[src/pkg/irq_ctrl_regs.vh]
/*
 register map, field layout, reset values, vector types and timing for
 the interrupt source arbitration block. assumes a 32-bit apb slave.
*/
`ifndef IRQ_CTRL_REGS_VH
`define IRQ_CTRL_REGS_VH
// register word indices; byte address is index shifted by ADDR_SHIFT
`define OFF_VECTOR 12'h020
`define OFF_EOS 12'h022
`define OFF_MASK 12'h028
`define OFF_PRIMASK 12'h02a
`define OFF_INSERV 12'h02c
`define OFF_REQ 12'h02e
`define OFF_STATUS 12'h030
`define OFF_TMR_CTL 12'h032
`define OFF_DMA0_CTL 12'h034
`define OFF_DMA1_CTL 12'h036
`define OFF_EXTA_CTL 12'h038
`define OFF_EXTB_CTL 12'h03a
`define OFF_EXTC_CTL 12'h03c
`define OFF_EXTD_CTL 12'h03e
`define OFF_MODE 12'h040
// address index: printed offsets are not all multiples of four
`define ADDR_SHIFT 2
// control register fields
`define CTL_PRI_LSB 0
`define CTL_PRI_MSB 2
`define CTL_MASK_BIT 3
`define CTL_LEVEL_BIT 4
`define CTL_CASC_BIT 5
`define CTL_NEST_BIT 6
`define CTL_RST 7'h0f
`define PRIMASK_RST 3'h7
`define VECTOR_RST 5'h00
// source indices in the seven-bit request vector
`define SRC_TMR 0
`define SRC_DMA0 1
`define SRC_DMA1 2
`define SRC_EXTA 3
`define SRC_EXTB 4
`define SRC_EXTC 5
`define SRC_EXTD 6
`define NSRC 7
// fixed master types
`define TYPE_TMR0 8'h08
`define TYPE_TMR1 8'h12
`define TYPE_TMR2 8'h13
`define TYPE_DMA0 8'h0a
`define TYPE_DMA1 8'h0b
`define TYPE_EXTA 8'h0c
`define TYPE_EXTB 8'h0d
`define TYPE_EXTC 8'h0e
`define TYPE_EXTD 8'h0f
// response times in clocks
`define RESP_INTERNAL 42
`define RESP_EXTERNAL 55
`define IDLE_STATES 2
`endif

[src/rtl/irq_source_arbitration_response.v]
/*
 interrupt source arbitration and acknowledge response logic.
 assumes cpu core drives i_ack_req for one cycle when taking the
 interrupt, and the bus returns i_bus_ready during acknowledge cycles.
*/
// Overview of operation
// timers and dma requests latched until acknowledge
// request register readable, dma bits cleared by write
// timers share one level, timer 0 first
// status shows timer, each timer own type
// external pins only accepted in master mode
// each pin: priority, enable, trigger select
// edge needs rise, rearms after low clock
// pin requests follow the pin, unlatched
// requester holds pin high until acknowledged
// cascade pins run two acknowledge cycles
// each pin pair cascade or direct independently
// slave: pin a passes, request on pin d
// acknowledge sets in-service, clears request
// in-service blocks line unless special nesting
// master answers vector address, type times four
// fixed types per source in master mode
// equal priority resolved by default ranking
// internal 42 clocks, external 55 clocks
// slave type: vector bits and priority level
// slave select sampled at third state
// locked cycles, two idle states, waits
// type read from bus, acks exclusive
// mask one disables; level 0 highest
// request only for best unmasked pending source
`timescale 1ns/1ps
`include "irq_ctrl_regs.vh"
module irq_source_arbitration_response #(
  parameter RESP_INT = `RESP_INTERNAL,
  parameter RESP_EXT = `RESP_EXTERNAL
) (
  // clock and reset
  input wire i_clk,
  input wire i_rst_n,
  // apb slave
  input wire i_psel,
  input wire i_penable,
  input wire i_pwrite,
  input wire [11:0] i_paddr,
  input wire [31:0] i_pwdata,
  output reg [31:0] o_prdata,
  output reg o_pready,
  output reg o_pslverr,
  // internal sources, one-cycle pulses
  input wire [2:0] i_timer_evt,
  input wire [1:0] i_dma_evt,
  // external pins
  input wire i_ext_request_pin_a,
  input wire i_ext_request_pin_b,
  input wire i_ext_request_pin_c,
  input wire i_ext_request_pin_d,
  output reg o_ack_pulse_out_a,
  output reg o_ack_pulse_out_a_oe_n,
  output reg o_ack_pulse_out_b,
  output reg o_ack_pulse_out_b_oe_n,
  output reg o_slave_irq,
  // cpu side
  output reg o_cpu_irq,
  input wire i_ack_req,
  input wire i_bus_ready,
  input wire [7:0] i_bus_data,
  output reg [2:0] o_bus_status_lines,
  output reg o_lock,
  output reg o_resp_done,
  output reg [9:0] o_resp_vector,
  output reg o_resp_is_type
);
  localparam ST_IDLE = 5'b00001;
  localparam ST_WAIT = 5'b00010;
  localparam ST_ACK1 = 5'b00100;
  localparam ST_GAP = 5'b01000;
  localparam ST_ACK2 = 5'b10000;
  localparam [2:0] STAT_ACK = 3'h0;
  localparam [2:0] STAT_IDLE = 3'h7;

  reg [6:0] ctl_reg [0:`NSRC-1];
  reg [6:0] ctl_next;
  reg [`NSRC-1:0] inserv_reg;
  reg [2:0] tmr_pend_reg;
  reg [1:0] dma_pend_reg;
  reg [2:0] primask_reg;
  reg [4:0] vector_reg;
  reg slave_mode_reg;
  reg [3:0] pin_prev_reg;
  reg [3:0] edge_arm_reg;
  reg [4:0] state_reg;
  reg [5:0] cnt_reg;
  reg [2:0] win_reg;
  reg casc_b_reg;
  reg ext_vec_reg;
  reg sel_reg;
  reg [7:0] type_reg;
  reg [`NSRC-1:0] req;
  reg [`NSRC-1:0] elig;
  reg [2:0] best;
  reg best_ok;
  reg [2:0] lvl;
  reg [3:0] pins;
  integer i, j, k;

  function [2:0] pri_of;
    input [6:0] c;
    begin
      pri_of = c[`CTL_PRI_MSB:`CTL_PRI_LSB];
    end
  endfunction

  function [7:0] fixed_type;
    input [2:0] src;
    input [2:0] tp;
    begin
      case (src)
        `SRC_TMR: fixed_type = tp[0] ? `TYPE_TMR0 :
                  (tp[1] ? `TYPE_TMR1 : `TYPE_TMR2);
        `SRC_DMA0: fixed_type = `TYPE_DMA0;
        `SRC_DMA1: fixed_type = `TYPE_DMA1;
        `SRC_EXTA: fixed_type = `TYPE_EXTA;
        `SRC_EXTB: fixed_type = `TYPE_EXTB;
        `SRC_EXTC: fixed_type = `TYPE_EXTC;
        default: fixed_type = `TYPE_EXTD;
      endcase
    end
  endfunction

  wire casc_a = ctl_reg[`SRC_EXTA][`CTL_CASC_BIT] & ~slave_mode_reg;
  wire casc_b = ctl_reg[`SRC_EXTB][`CTL_CASC_BIT] & ~slave_mode_reg;
  wire [11:0] waddr = i_paddr >> `ADDR_SHIFT;
  wire apb_acc = i_psel & i_penable & o_pready;
  wire apb_wr = apb_acc & i_pwrite;
  wire take = (state_reg == ST_WAIT) & i_ack_req;

  // pin request status
  always @* begin
    pins = {i_ext_request_pin_d, i_ext_request_pin_c,
            i_ext_request_pin_b, i_ext_request_pin_a};
    for (j = 0; j < 4; j = j + 1) begin
      if (slave_mode_reg) begin
        req[`SRC_EXTA + j] = 1'b0;
      end else if ((j == 2 && casc_a) || (j == 3 && casc_b)) begin
        req[`SRC_EXTA + j] = 1'b0;
      end else if (ctl_reg[`SRC_EXTA + j][`CTL_LEVEL_BIT]) begin
        req[`SRC_EXTA + j] = pins[j];
      end else begin
        req[`SRC_EXTA + j] = pins[j] & edge_arm_reg[j];
      end
    end
    req[`SRC_TMR] = |tmr_pend_reg;
    req[`SRC_DMA0] = dma_pend_reg[0];
    req[`SRC_DMA1] = dma_pend_reg[1];
  end

  // arbitration: lowest level number wins, then lowest index
  always @* begin
    best = 3'h0;
    best_ok = 1'b0;
    lvl = 3'h7;
    for (k = 0; k < `NSRC; k = k + 1) begin
      elig[k] = req[k] & ~ctl_reg[k][`CTL_MASK_BIT] &
        (~inserv_reg[k] | (ctl_reg[k][`CTL_NEST_BIT] &
        (k == `SRC_EXTA || k == `SRC_EXTB))) &
        (pri_of(ctl_reg[k]) <= primask_reg);
    end
    for (k = 0; k < `NSRC; k = k + 1) begin
      if (inserv_reg[k] && pri_of(ctl_reg[k]) < lvl) begin
        lvl = pri_of(ctl_reg[k]);
      end
    end
    for (k = `NSRC - 1; k >= 0; k = k - 1) begin
      if (elig[k] && (!best_ok || pri_of(ctl_reg[k]) <= pri_of(ctl_reg[best]))
          && (inserv_reg == 7'h00 || pri_of(ctl_reg[k]) < lvl ||
          inserv_reg[k])) begin
        best = k[2:0];
        best_ok = 1'b1;
      end
    end
  end

  always @* begin
    ctl_next = i_pwdata[6:0];
  end

  always @(posedge i_clk) begin
    if (!i_rst_n) begin
      for (i = 0; i < `NSRC; i = i + 1) begin
        ctl_reg[i] <= `CTL_RST;
      end
      inserv_reg <= 7'h00;
      tmr_pend_reg <= 3'h0;
      dma_pend_reg <= 2'h0;
      primask_reg <= `PRIMASK_RST;
      vector_reg <= `VECTOR_RST;
      slave_mode_reg <= 1'b0;
      pin_prev_reg <= 4'h0;
      edge_arm_reg <= 4'h0;
      state_reg <= ST_IDLE;
      cnt_reg <= 6'h00;
      win_reg <= 3'h0;
      casc_b_reg <= 1'b0;
      ext_vec_reg <= 1'b0;
      sel_reg <= 1'b0;
      type_reg <= 8'h00;
      o_prdata <= 32'h0;
      o_pready <= 1'b0;
      o_pslverr <= 1'b0;
      o_ack_pulse_out_a <= 1'b1;
      o_ack_pulse_out_a_oe_n <= 1'b1;
      o_ack_pulse_out_b <= 1'b1;
      o_ack_pulse_out_b_oe_n <= 1'b1;
      o_slave_irq <= 1'b0;
      o_cpu_irq <= 1'b0;
      o_bus_status_lines <= STAT_IDLE;
      o_lock <= 1'b0;
      o_resp_done <= 1'b0;
      o_resp_vector <= 10'h000;
      o_resp_is_type <= 1'b0;
    end else begin
      // edge detect: rearm after a low clock
      pin_prev_reg <= pins;
      for (i = 0; i < 4; i = i + 1) begin
        if (!pins[i]) begin
          edge_arm_reg[i] <= 1'b0;
        end else if (!pin_prev_reg[i]) begin
          edge_arm_reg[i] <= 1'b1;
        end
      end
      // apb: no wait states, pready high in first access phase cycle
      o_pready <= i_psel & ~i_penable;
      o_pslverr <= 1'b0;
      if (apb_wr) begin
        case (waddr)
          `OFF_TMR_CTL: ctl_reg[`SRC_TMR] <= ctl_next;
          `OFF_DMA0_CTL: ctl_reg[`SRC_DMA0] <= ctl_next;
          `OFF_DMA1_CTL: ctl_reg[`SRC_DMA1] <= ctl_next;
          `OFF_EXTA_CTL: ctl_reg[`SRC_EXTA] <= ctl_next;
          `OFF_EXTB_CTL: ctl_reg[`SRC_EXTB] <= ctl_next;
          `OFF_EXTC_CTL: ctl_reg[`SRC_EXTC] <= ctl_next;
          `OFF_EXTD_CTL: ctl_reg[`SRC_EXTD] <= ctl_next;
          `OFF_PRIMASK: primask_reg <= i_pwdata[2:0];
          `OFF_VECTOR: vector_reg <= i_pwdata[7:3];
          `OFF_MODE: slave_mode_reg <= i_pwdata[0];
          `OFF_INSERV: inserv_reg <= i_pwdata[6:0];
          `OFF_EOS: inserv_reg[i_pwdata[2:0]] <= 1'b0;
          `OFF_MASK: begin
            for (i = 0; i < `NSRC; i = i + 1) begin
              ctl_reg[i][`CTL_MASK_BIT] <= i_pwdata[i];
            end
          end
          default: o_pslverr <= 1'b0;
        endcase
      end
      if (apb_wr && waddr == `OFF_REQ) begin
        dma_pend_reg <= i_pwdata[2:1];
      end
      if (apb_wr && waddr == `OFF_STATUS) begin
        tmr_pend_reg <= i_pwdata[2:0];
      end
      // new events win over software clears and acks
      if (take && best == `SRC_TMR) begin
        tmr_pend_reg <= (tmr_pend_reg & ~win_reg) | i_timer_evt;
      end else begin
        tmr_pend_reg <= (apb_wr && waddr == `OFF_STATUS ? i_pwdata[2:0] :
          tmr_pend_reg) | i_timer_evt;
      end
      if (take && (best == `SRC_DMA0 || best == `SRC_DMA1)) begin
        dma_pend_reg <= (dma_pend_reg & ~(best == `SRC_DMA0 ? 2'b01 :
          2'b10)) | i_dma_evt;
      end else begin
        dma_pend_reg <= (apb_wr && waddr == `OFF_REQ ? i_pwdata[2:1] :
          dma_pend_reg) | i_dma_evt;
      end
      if (i_psel && !i_penable && !i_pwrite) begin
        case (waddr)
          `OFF_REQ: o_prdata <= {25'h0, req};
          `OFF_INSERV: o_prdata <= {25'h0, inserv_reg};
          `OFF_STATUS: o_prdata <= {29'h0, tmr_pend_reg};
          `OFF_PRIMASK: o_prdata <= {29'h0, primask_reg};
          `OFF_VECTOR: o_prdata <= {24'h0, vector_reg, 3'h0};
          `OFF_MODE: o_prdata <= {31'h0, slave_mode_reg};
          `OFF_TMR_CTL: o_prdata <= {25'h0, ctl_reg[`SRC_TMR]};
          `OFF_DMA0_CTL: o_prdata <= {25'h0, ctl_reg[`SRC_DMA0]};
          `OFF_DMA1_CTL: o_prdata <= {25'h0, ctl_reg[`SRC_DMA1]};
          `OFF_EXTA_CTL: o_prdata <= {25'h0, ctl_reg[`SRC_EXTA]};
          `OFF_EXTB_CTL: o_prdata <= {25'h0, ctl_reg[`SRC_EXTB]};
          `OFF_EXTC_CTL: o_prdata <= {25'h0, ctl_reg[`SRC_EXTC]};
          `OFF_EXTD_CTL: o_prdata <= {25'h0, ctl_reg[`SRC_EXTD]};
          default: o_prdata <= 32'h0;
        endcase
      end
      // timer winner, timer 0 first
      win_reg <= tmr_pend_reg[0] ? 3'b001 :
        (tmr_pend_reg[1] ? 3'b010 : 3'b100);
      o_resp_done <= 1'b0;
      // slave mode request goes out on pin d; pin a bypasses us
      o_slave_irq <= slave_mode_reg & best_ok;
      o_cpu_irq <= ~slave_mode_reg & best_ok &
        (state_reg == ST_IDLE || state_reg == ST_WAIT);
      case (state_reg)
        ST_IDLE: begin
          if (best_ok) begin
            state_reg <= ST_WAIT;
          end
        end
        ST_WAIT: begin
          if (!best_ok) begin
            state_reg <= ST_IDLE;
            o_cpu_irq <= 1'b0;
          end else if (i_ack_req) begin
            o_cpu_irq <= 1'b0;
            inserv_reg[best] <= 1'b1;
            // edge pins need a fresh rise after acknowledge
            if (best >= `SRC_EXTA) begin
              edge_arm_reg[best - `SRC_EXTA] <= 1'b0;
            end
            ext_vec_reg <= slave_mode_reg |
              (best == `SRC_EXTA && casc_a) ||
              (best == `SRC_EXTB && casc_b);
            casc_b_reg <= best == `SRC_EXTB;
            type_reg <= slave_mode_reg ?
              {vector_reg, pri_of(ctl_reg[best])} :
              fixed_type(best, tmr_pend_reg);
            cnt_reg <= 6'h01;
            if (slave_mode_reg || (best == `SRC_EXTA && casc_a) ||
                (best == `SRC_EXTB && casc_b)) begin
              state_reg <= ST_ACK1;
              o_lock <= 1'b1;
            end else begin
              state_reg <= ST_ACK2;
            end
          end
        end
        ST_ACK1: begin
          cnt_reg <= cnt_reg + 6'h01;
          o_bus_status_lines <= STAT_ACK;
          if (!slave_mode_reg) begin
            o_ack_pulse_out_a_oe_n <= casc_b_reg;
            o_ack_pulse_out_b_oe_n <= ~casc_b_reg;
            o_ack_pulse_out_a <= casc_b_reg;
            o_ack_pulse_out_b <= ~casc_b_reg;
          end
          if (i_bus_ready) begin
            state_reg <= ST_GAP;
            win_reg <= 3'h0;
            o_ack_pulse_out_a <= 1'b1;
            o_ack_pulse_out_b <= 1'b1;
            o_bus_status_lines <= STAT_IDLE;
          end
        end
        ST_GAP: begin
          cnt_reg <= cnt_reg + 6'h01;
          win_reg <= win_reg + 3'h1;
          if (win_reg == `IDLE_STATES - 1) begin
            state_reg <= ST_ACK2;
          end
        end
        ST_ACK2: begin
          cnt_reg <= cnt_reg + 6'h01;
          if (ext_vec_reg) begin
            o_bus_status_lines <= STAT_ACK;
            o_ack_pulse_out_a <= casc_b_reg | slave_mode_reg;
            o_ack_pulse_out_b <= ~casc_b_reg | slave_mode_reg;
            if (cnt_reg == 6'h06) begin
              sel_reg <= i_ext_request_pin_b;
            end
          end
          if (cnt_reg >= (ext_vec_reg ? RESP_EXT : RESP_INT) - 1 &&
              (i_bus_ready || !ext_vec_reg)) begin
            state_reg <= ST_IDLE;
            o_resp_done <= 1'b1;
            o_lock <= 1'b0;
            o_bus_status_lines <= STAT_IDLE;
            o_ack_pulse_out_a <= 1'b1;
            o_ack_pulse_out_b <= 1'b1;
            o_ack_pulse_out_a_oe_n <= 1'b1;
            o_ack_pulse_out_b_oe_n <= 1'b1;
            o_resp_is_type <= ext_vec_reg;
            if (!ext_vec_reg) begin
              o_resp_vector <= {type_reg, 2'b00};
            end else if (slave_mode_reg && sel_reg) begin
              o_resp_vector <= {2'b00, type_reg};
            end else begin
              o_resp_vector <= {2'b00, i_bus_data};
            end
          end
        end
        default: state_reg <= ST_IDLE;
      endcase
    end
  end
endmodule

[config.mk]
export PLATFORM = sky130hd
export DESIGN_NAME = irq_source_arbitration_response
export DESIGN_NICKNAME = d
export VERILOG_FILES = /design/src/rtl/irq_source_arbitration_response.v
export VERILOG_INCLUDE_DIRS = /design/src /design/src/pkg
export SDC_FILE = /design/constraint.sdc
export NUM_CORES = 1
export LEC_CHECK = 0
export ABC_AREA = 0
export BUFFER_PORTS_ARGS = -buffer_cell sky130_fd_sc_hd__buf_2
export CAP_MARGIN = 20
export CORE_UTILIZATION = 45
export CTS_CLUSTER_DIAMETER = 100
export DETAILED_ROUTE_END_ITERATION = 10
export PLACE_DENSITY = 0.64
export SYNTH_ARGS = -nofsm -noshare
export SYNTH_HDL_FRONTEND = slang
export SYNTH_SLANG_ARGS = --single-unit
[constraint.sdc]
create_clock -name i_clk -period 24.2 [get_ports i_clk]
set_input_delay 1.21 -clock i_clk [delete_from_list [all_inputs] [get_ports i_clk]]
set_output_delay 1.21 -clock i_clk [all_outputs]
set_load 0.1 [all_outputs]
[Yosys cells after proc, flatten, opt, wreduce, memory -nomap -nowiden]
Memories as Yosys holds them, arrays and structs flattened.
Cells that the tools add are included.
Word-level totals
  bits in registers: 109
  memory bits (writable): 49
  bits of input ports: 68
  output and inout port bits: 56
  logic and storage cells: 438
  memories kept: 1
Memory list
  ctl_reg: depth 7, width 7, rd ports 14, clocked after memory_dff 0, write ports 7, line irq_source_arbitration_response.v:81  | reg [6:0] ctl_reg [0:`NSRC-1];
Cells by class
  add/sub/neg operators: 4
  magnitude comparators: 35
  equal/unequal tests: 38
  muxes and demuxes: 160
  bitwise operators: 84
  reductions and logical operators: 88
Operators with widths (number)
  $eq A10 B6 Y1 const B: 14
  $pmux W8 S13: 1
  $mux W1: 90
  $mux W7: 12
  $mux W3: 22
  $mux W5: 9
  $le A3 B3 Y1: 13
  $lt A3 B3 Y1: 13
  $and A1 B1 Y1: 35
  $logic_and A1 B1 Y1: 33
  $ge A32 B1 Y1 const B: 1
  $ge A6 B32 Y1: 1
  $lt A32 B3 Y1 const B: 1
  $pmux W5 S6: 1
  $logic_or A1 B1 Y1: 26
  $pmux W5 S5: 1
  $or A1 B1 Y1: 19
  $not A1 Y1: 17
  $mux W4: 4
  $mux W8: 2
  $reduce_and A3 Y1: 5
  $ne A2 B2 Y1 const B: 7
  $pmux W7 S2: 1
  $mux W6: 2
  other kinds (45): 79

[Logic depth before layout (Yosys ltp)]
An unclocked memory read counts as a cell.
  depth in word-level cells: 74
  depth in mapped cells: 81
  gate-level depth less buffers: 75

[Worst setup path after synthesis]
Ideal clock, no wire load.
  path kind: reg2reg
  start point: memory ctl_reg[0][2]
  end point: register edge_arm_reg[3]
  library setup time: 122 ps
  arrival time: 13583 ps
  slack: 10495 ps
  cell stages (with the launch flop): 74
  period minus slack after synthesis: 13705 ps
  cell sequence: edfxtp_1 > buf_4 > nand3b_4 > and3_4 > a2111oi_4 > a21oi_2 > nand4bb_1 > a31o_1 > a2111o_1 > o211a_1 > nor4_2 > a31o_2 > buf_2 > mux2i_1 > ha_1 > a21o_1 > a21oi_1 > a31oi_1 > [38 not listed] > nor2b_1 > o21a_1 > o221ai_4 > a21oi_2 > mux2i_1 > mux2i_1 > mux2i_1 > ha_1 > nor2b_1 > o21ai_0 > a32oi_1 > a21oi_4 > nor3_4 > inv_1 > ha_1 > nor3b_1 > o21ai_1 > o311a_1
RTL lines
  from (decl): line irq_source_arbitration_response.v:81
  to (signal assigned): line irq_source_arbitration_response.v:199  | edge_arm_reg <= 4'h0;
  to (signal, indexed assignment): line irq_source_arbitration_response.v:226  | edge_arm_reg[i] <= 1'b0;
  to (signal, indexed assignment): line irq_source_arbitration_response.v:228  | edge_arm_reg[i] <= 1'b1;
  to (decl): line irq_source_arbitration_response.v:90  | reg [3:0] edge_arm_reg;

==> summary.txt <==
Cells and area
  – Antenna fix cells: 0
  – Finished Layout Cells: 1533
  – Commonest non-fill, non-tap cells in the layout: nor2_1 (137), nand2_1 (123), a21oi_1 (91), dfxtp_1 (89), buf_2 (72)
  – Max reg flops: 49
  – Area Growth Syn to Fin: 9.71%
  – Share of post-route cells with drive strength above 1: 0.132
  – Most common cell after layout, fill and taps aside: nor2_1
  – Nets: 1363

Drt
  – Drt wl/cell: 21.1 um
  – DRC Markers: 0
  – Vias: 9738
  – Vias per std cell: 6.35
  – Antenna-violating nets left: 0
  – DRT Pass-1 Iters: 6
  – Routed Wire Length: 32.4 mm
  – Initial drt markers: 1187

Synth
  – Syn. warnings: 0
  – Synth Register Bits: 132
  – EDFF count, synth: 43
  – Synthesized area: 0.00985 mm^2
  – Main synth FF type: dfxtp_1
  – Syn Area/Cell: 8.14 um^2
  – Yosys cell types: 108
  – Seq/Total Area, Yosys: 0.312
  – Synthesized instance count: 1210
  – FFs w/ async S/R, synth: 0

Critical path
  – R2R Path End: edge_arm_reg[3]
  – Critical path's slowest cell: edfxtp_1
  – Worst setup path endpoint: edge_arm_reg[3]
  – CP Class: reg -> reg
  – Max incr delay on CP: 850 ps
  – Startpoint types: flip-flop
  – CP Data Required Time: 24500 ps
  – R2r setup slk: 7790 ps
  – Worst Setup End Kind: flip-flop
  – R2R cell count: 67
  – Maximum fanout along the worst path: 25
  – Crit path DAT: 16720 ps
  – R2R Path Start: ctl_reg[1][2]
  – CP startpoint: ctl_reg[1][2]

Clock tree
  – Clock Path Buffers: 2
  – Clk slew on worst S/H paths: 70 ps
  – Root buf cell: clkbuf_16
  – Post-CTS resize count: 0
  – Worst skew pair latency: 430 ps
  – CTS tree: done
  – # clock sinks: 132
  – Post-CTS setup buffer count: 0
  – Hold-fix buffers, CTS: 0
  – CTS buffer count: 17
  – H-tree depth: 4

Power and ir drop
  – Pwr/cell area: 53.5 mW/mm^2
  – Pleak: 4.26 nW
  – Worst IR Drop VDD: 0.0502 mV

GRT
  – First-pass GRT wire length: 49.9 mm
  – Initial antenna violation count: 0
  – GRT Overall Usage: 0.291
  – GRT Residual Overflow: 0
  – Vias in the first global route: 8827
  – Largest net degree at the start of global routing: 58

Run status
  – Status: completed

STA
  – Min cycle time layout: 16410 ps
  – Worst Tran Pin Value: 1190 ps
  – Final setup viols: 0
  – Tcrit/Tclk final: 0.678
  – RSZ-0062 raised after global routing: no
  – Max Fclk: 0.0609 GHz
  – Post-Route Setup TNS: 0 ps
  – Clock Skew: 15.6 ps
  – Final hold viol count: 0
  – Rel. slew slack: 0.201
  – Pins Over Slew Limit: 0

Place
  – Buffers on Ports: 72
  – Placed cell count: 1501
  – Gpl congestion: 0.923
  – Post-DP HPWL: 23.6 mm

Floorplan
  – Die X: 150 um
  – Core Footprint: 0.0212 mm^2
  – IO Pins: 124
  – Initial Utilization: 0.464
  – Rows: 53
  – Die ar.: 0.0225 mm^2
  – Die Ht: 150 um

Job
  – Max-Cap Viols: 0

Worst hold path
  – Cell depth of the worst hold path: 2
  – Worst Hold Class: reg -> reg
[power breakdown]
part | internal [W] | total (W) | switching (W) | leakage, nW
logic | 0.0000207 | 0.0000768 | 0.0000561 | 2.85
clock network | 0.000151 | 0.000260 | 0.000109 | 0.281
registers | 0.000233 | 0.000240 | 0.00000744 | 1.13
total | 0.000405 | 0.000578 | 0.000173 | 4.26
[per-layer routing]
metal	global-route usage	vias up	wire, um
li1	-	4542	-
met1	0.404	4570	14000
met2	0.444	538	14200
met3	0.0622	88	3170
met4	0.0970	0	986
met5	0	-	0
[critical path: cells and delay by family, from the launching register on]
family | cells | cell delay, ps
AOI/OAI and AO/OA | 35 | 8020
and+or+nand+nor | 17 | 3720
DFF | 1 | 850
adders and majority gates | 7 | 2080
muxes | 6 | 1440
buffers and inverters | 2 | 130
[worst min-delay path by stage]
stage | startpoint | end
6_report | o_prdata[0] | o_prdata[0]
5_1_grt | o_prdata[0] | o_prdata[0]
4_1_cts | o_prdata[0] | o_prdata[0]
3_5_place_dp | o_prdata[0] | o_prdata[0]
3_3_place_gp | type_reg[6] | type_reg[6]
2_1_floorplan | type_reg[6] | type_reg[6]
[synth_stat cells (9+ instances only)]
cell | count | share of area
nand3_1 | 56 | 0.028
nand2_1 | 123 | 0.047
a22oi_1 | 28 | 0.021
and3_1 | 10 | 0.0064
nand4_1 | 14 | 0.0089
nor3_1 | 22 | 0.011
a31oi_1 | 25 | 0.016
nor4_1 | 9 | 0.0057
edfxtp_1 | 43 | 0.13
a21oi_1 | 91 | 0.046
buf_4 | 33 | 0.025
dfxtp_1 | 89 | 0.18
nor2_1 | 137 | 0.052
nand2b_1 | 19 | 0.012
ha_1 | 50 | 0.064
mux2i_1 | 23 | 0.023
and2_1 | 13 | 0.0083
a311oi_1 | 9 | 0.0080
o211ai_1 | 13 | 0.0099
o21ai_0 | 57 | 0.029
a21o_1 | 16 | 0.012
clkbuf_1 | 39 | 0.015
a211oi_1 | 14 | 0.011
nor2b_1 | 20 | 0.013
inv_1 | 50 | 0.019
[through the flow]
stage                     worst slack [ps]  hold WS [ps]  power (W)  cell area, um^2   util
after floorplan                      10500           440   0.000304             9940      -
after global placement                8530           459   0.000319            10200  0.481
after detailed placement              8220           451   0.000320            10200  0.481
after CTS                             8140           461   0.000578            10800  0.509
after global routing                  6560           482   0.000596            10800  0.509
final                                 7790           457   0.000578            10800  0.509
[cell families after synthesis]
| logic type | after synthesis | share of synthesized area |
|---|---|---|
| flip-flops | 132 | 0.312 |
| AND/OR/NAND/NOR | 471 | 0.235 |
| adder cells (fa/ha/maj) | 53 | 0.0666 |
| AO/OA/AOI/OAI | 378 | 0.282 |
| XOR/XNOR | 4 | 0.00356 |
| multiplexers | 28 | 0.0291 |
| buffers and inverters | 143 | 0.0712 |
| other | 1 | 0.000381 |
[area by class of cell]
cell class                      count  area [um^2]
Fill cell                        2060        10400
Multi-Input combinational cell    959         6170
Sequential cell                   132         3070
Clock buffer                       19          454
Timing Repair Buffer               80          420
Tap cell                          275          344
Inverter                           55          206
Clock inverter                     13          134
(Power assumes the default switching activity.)
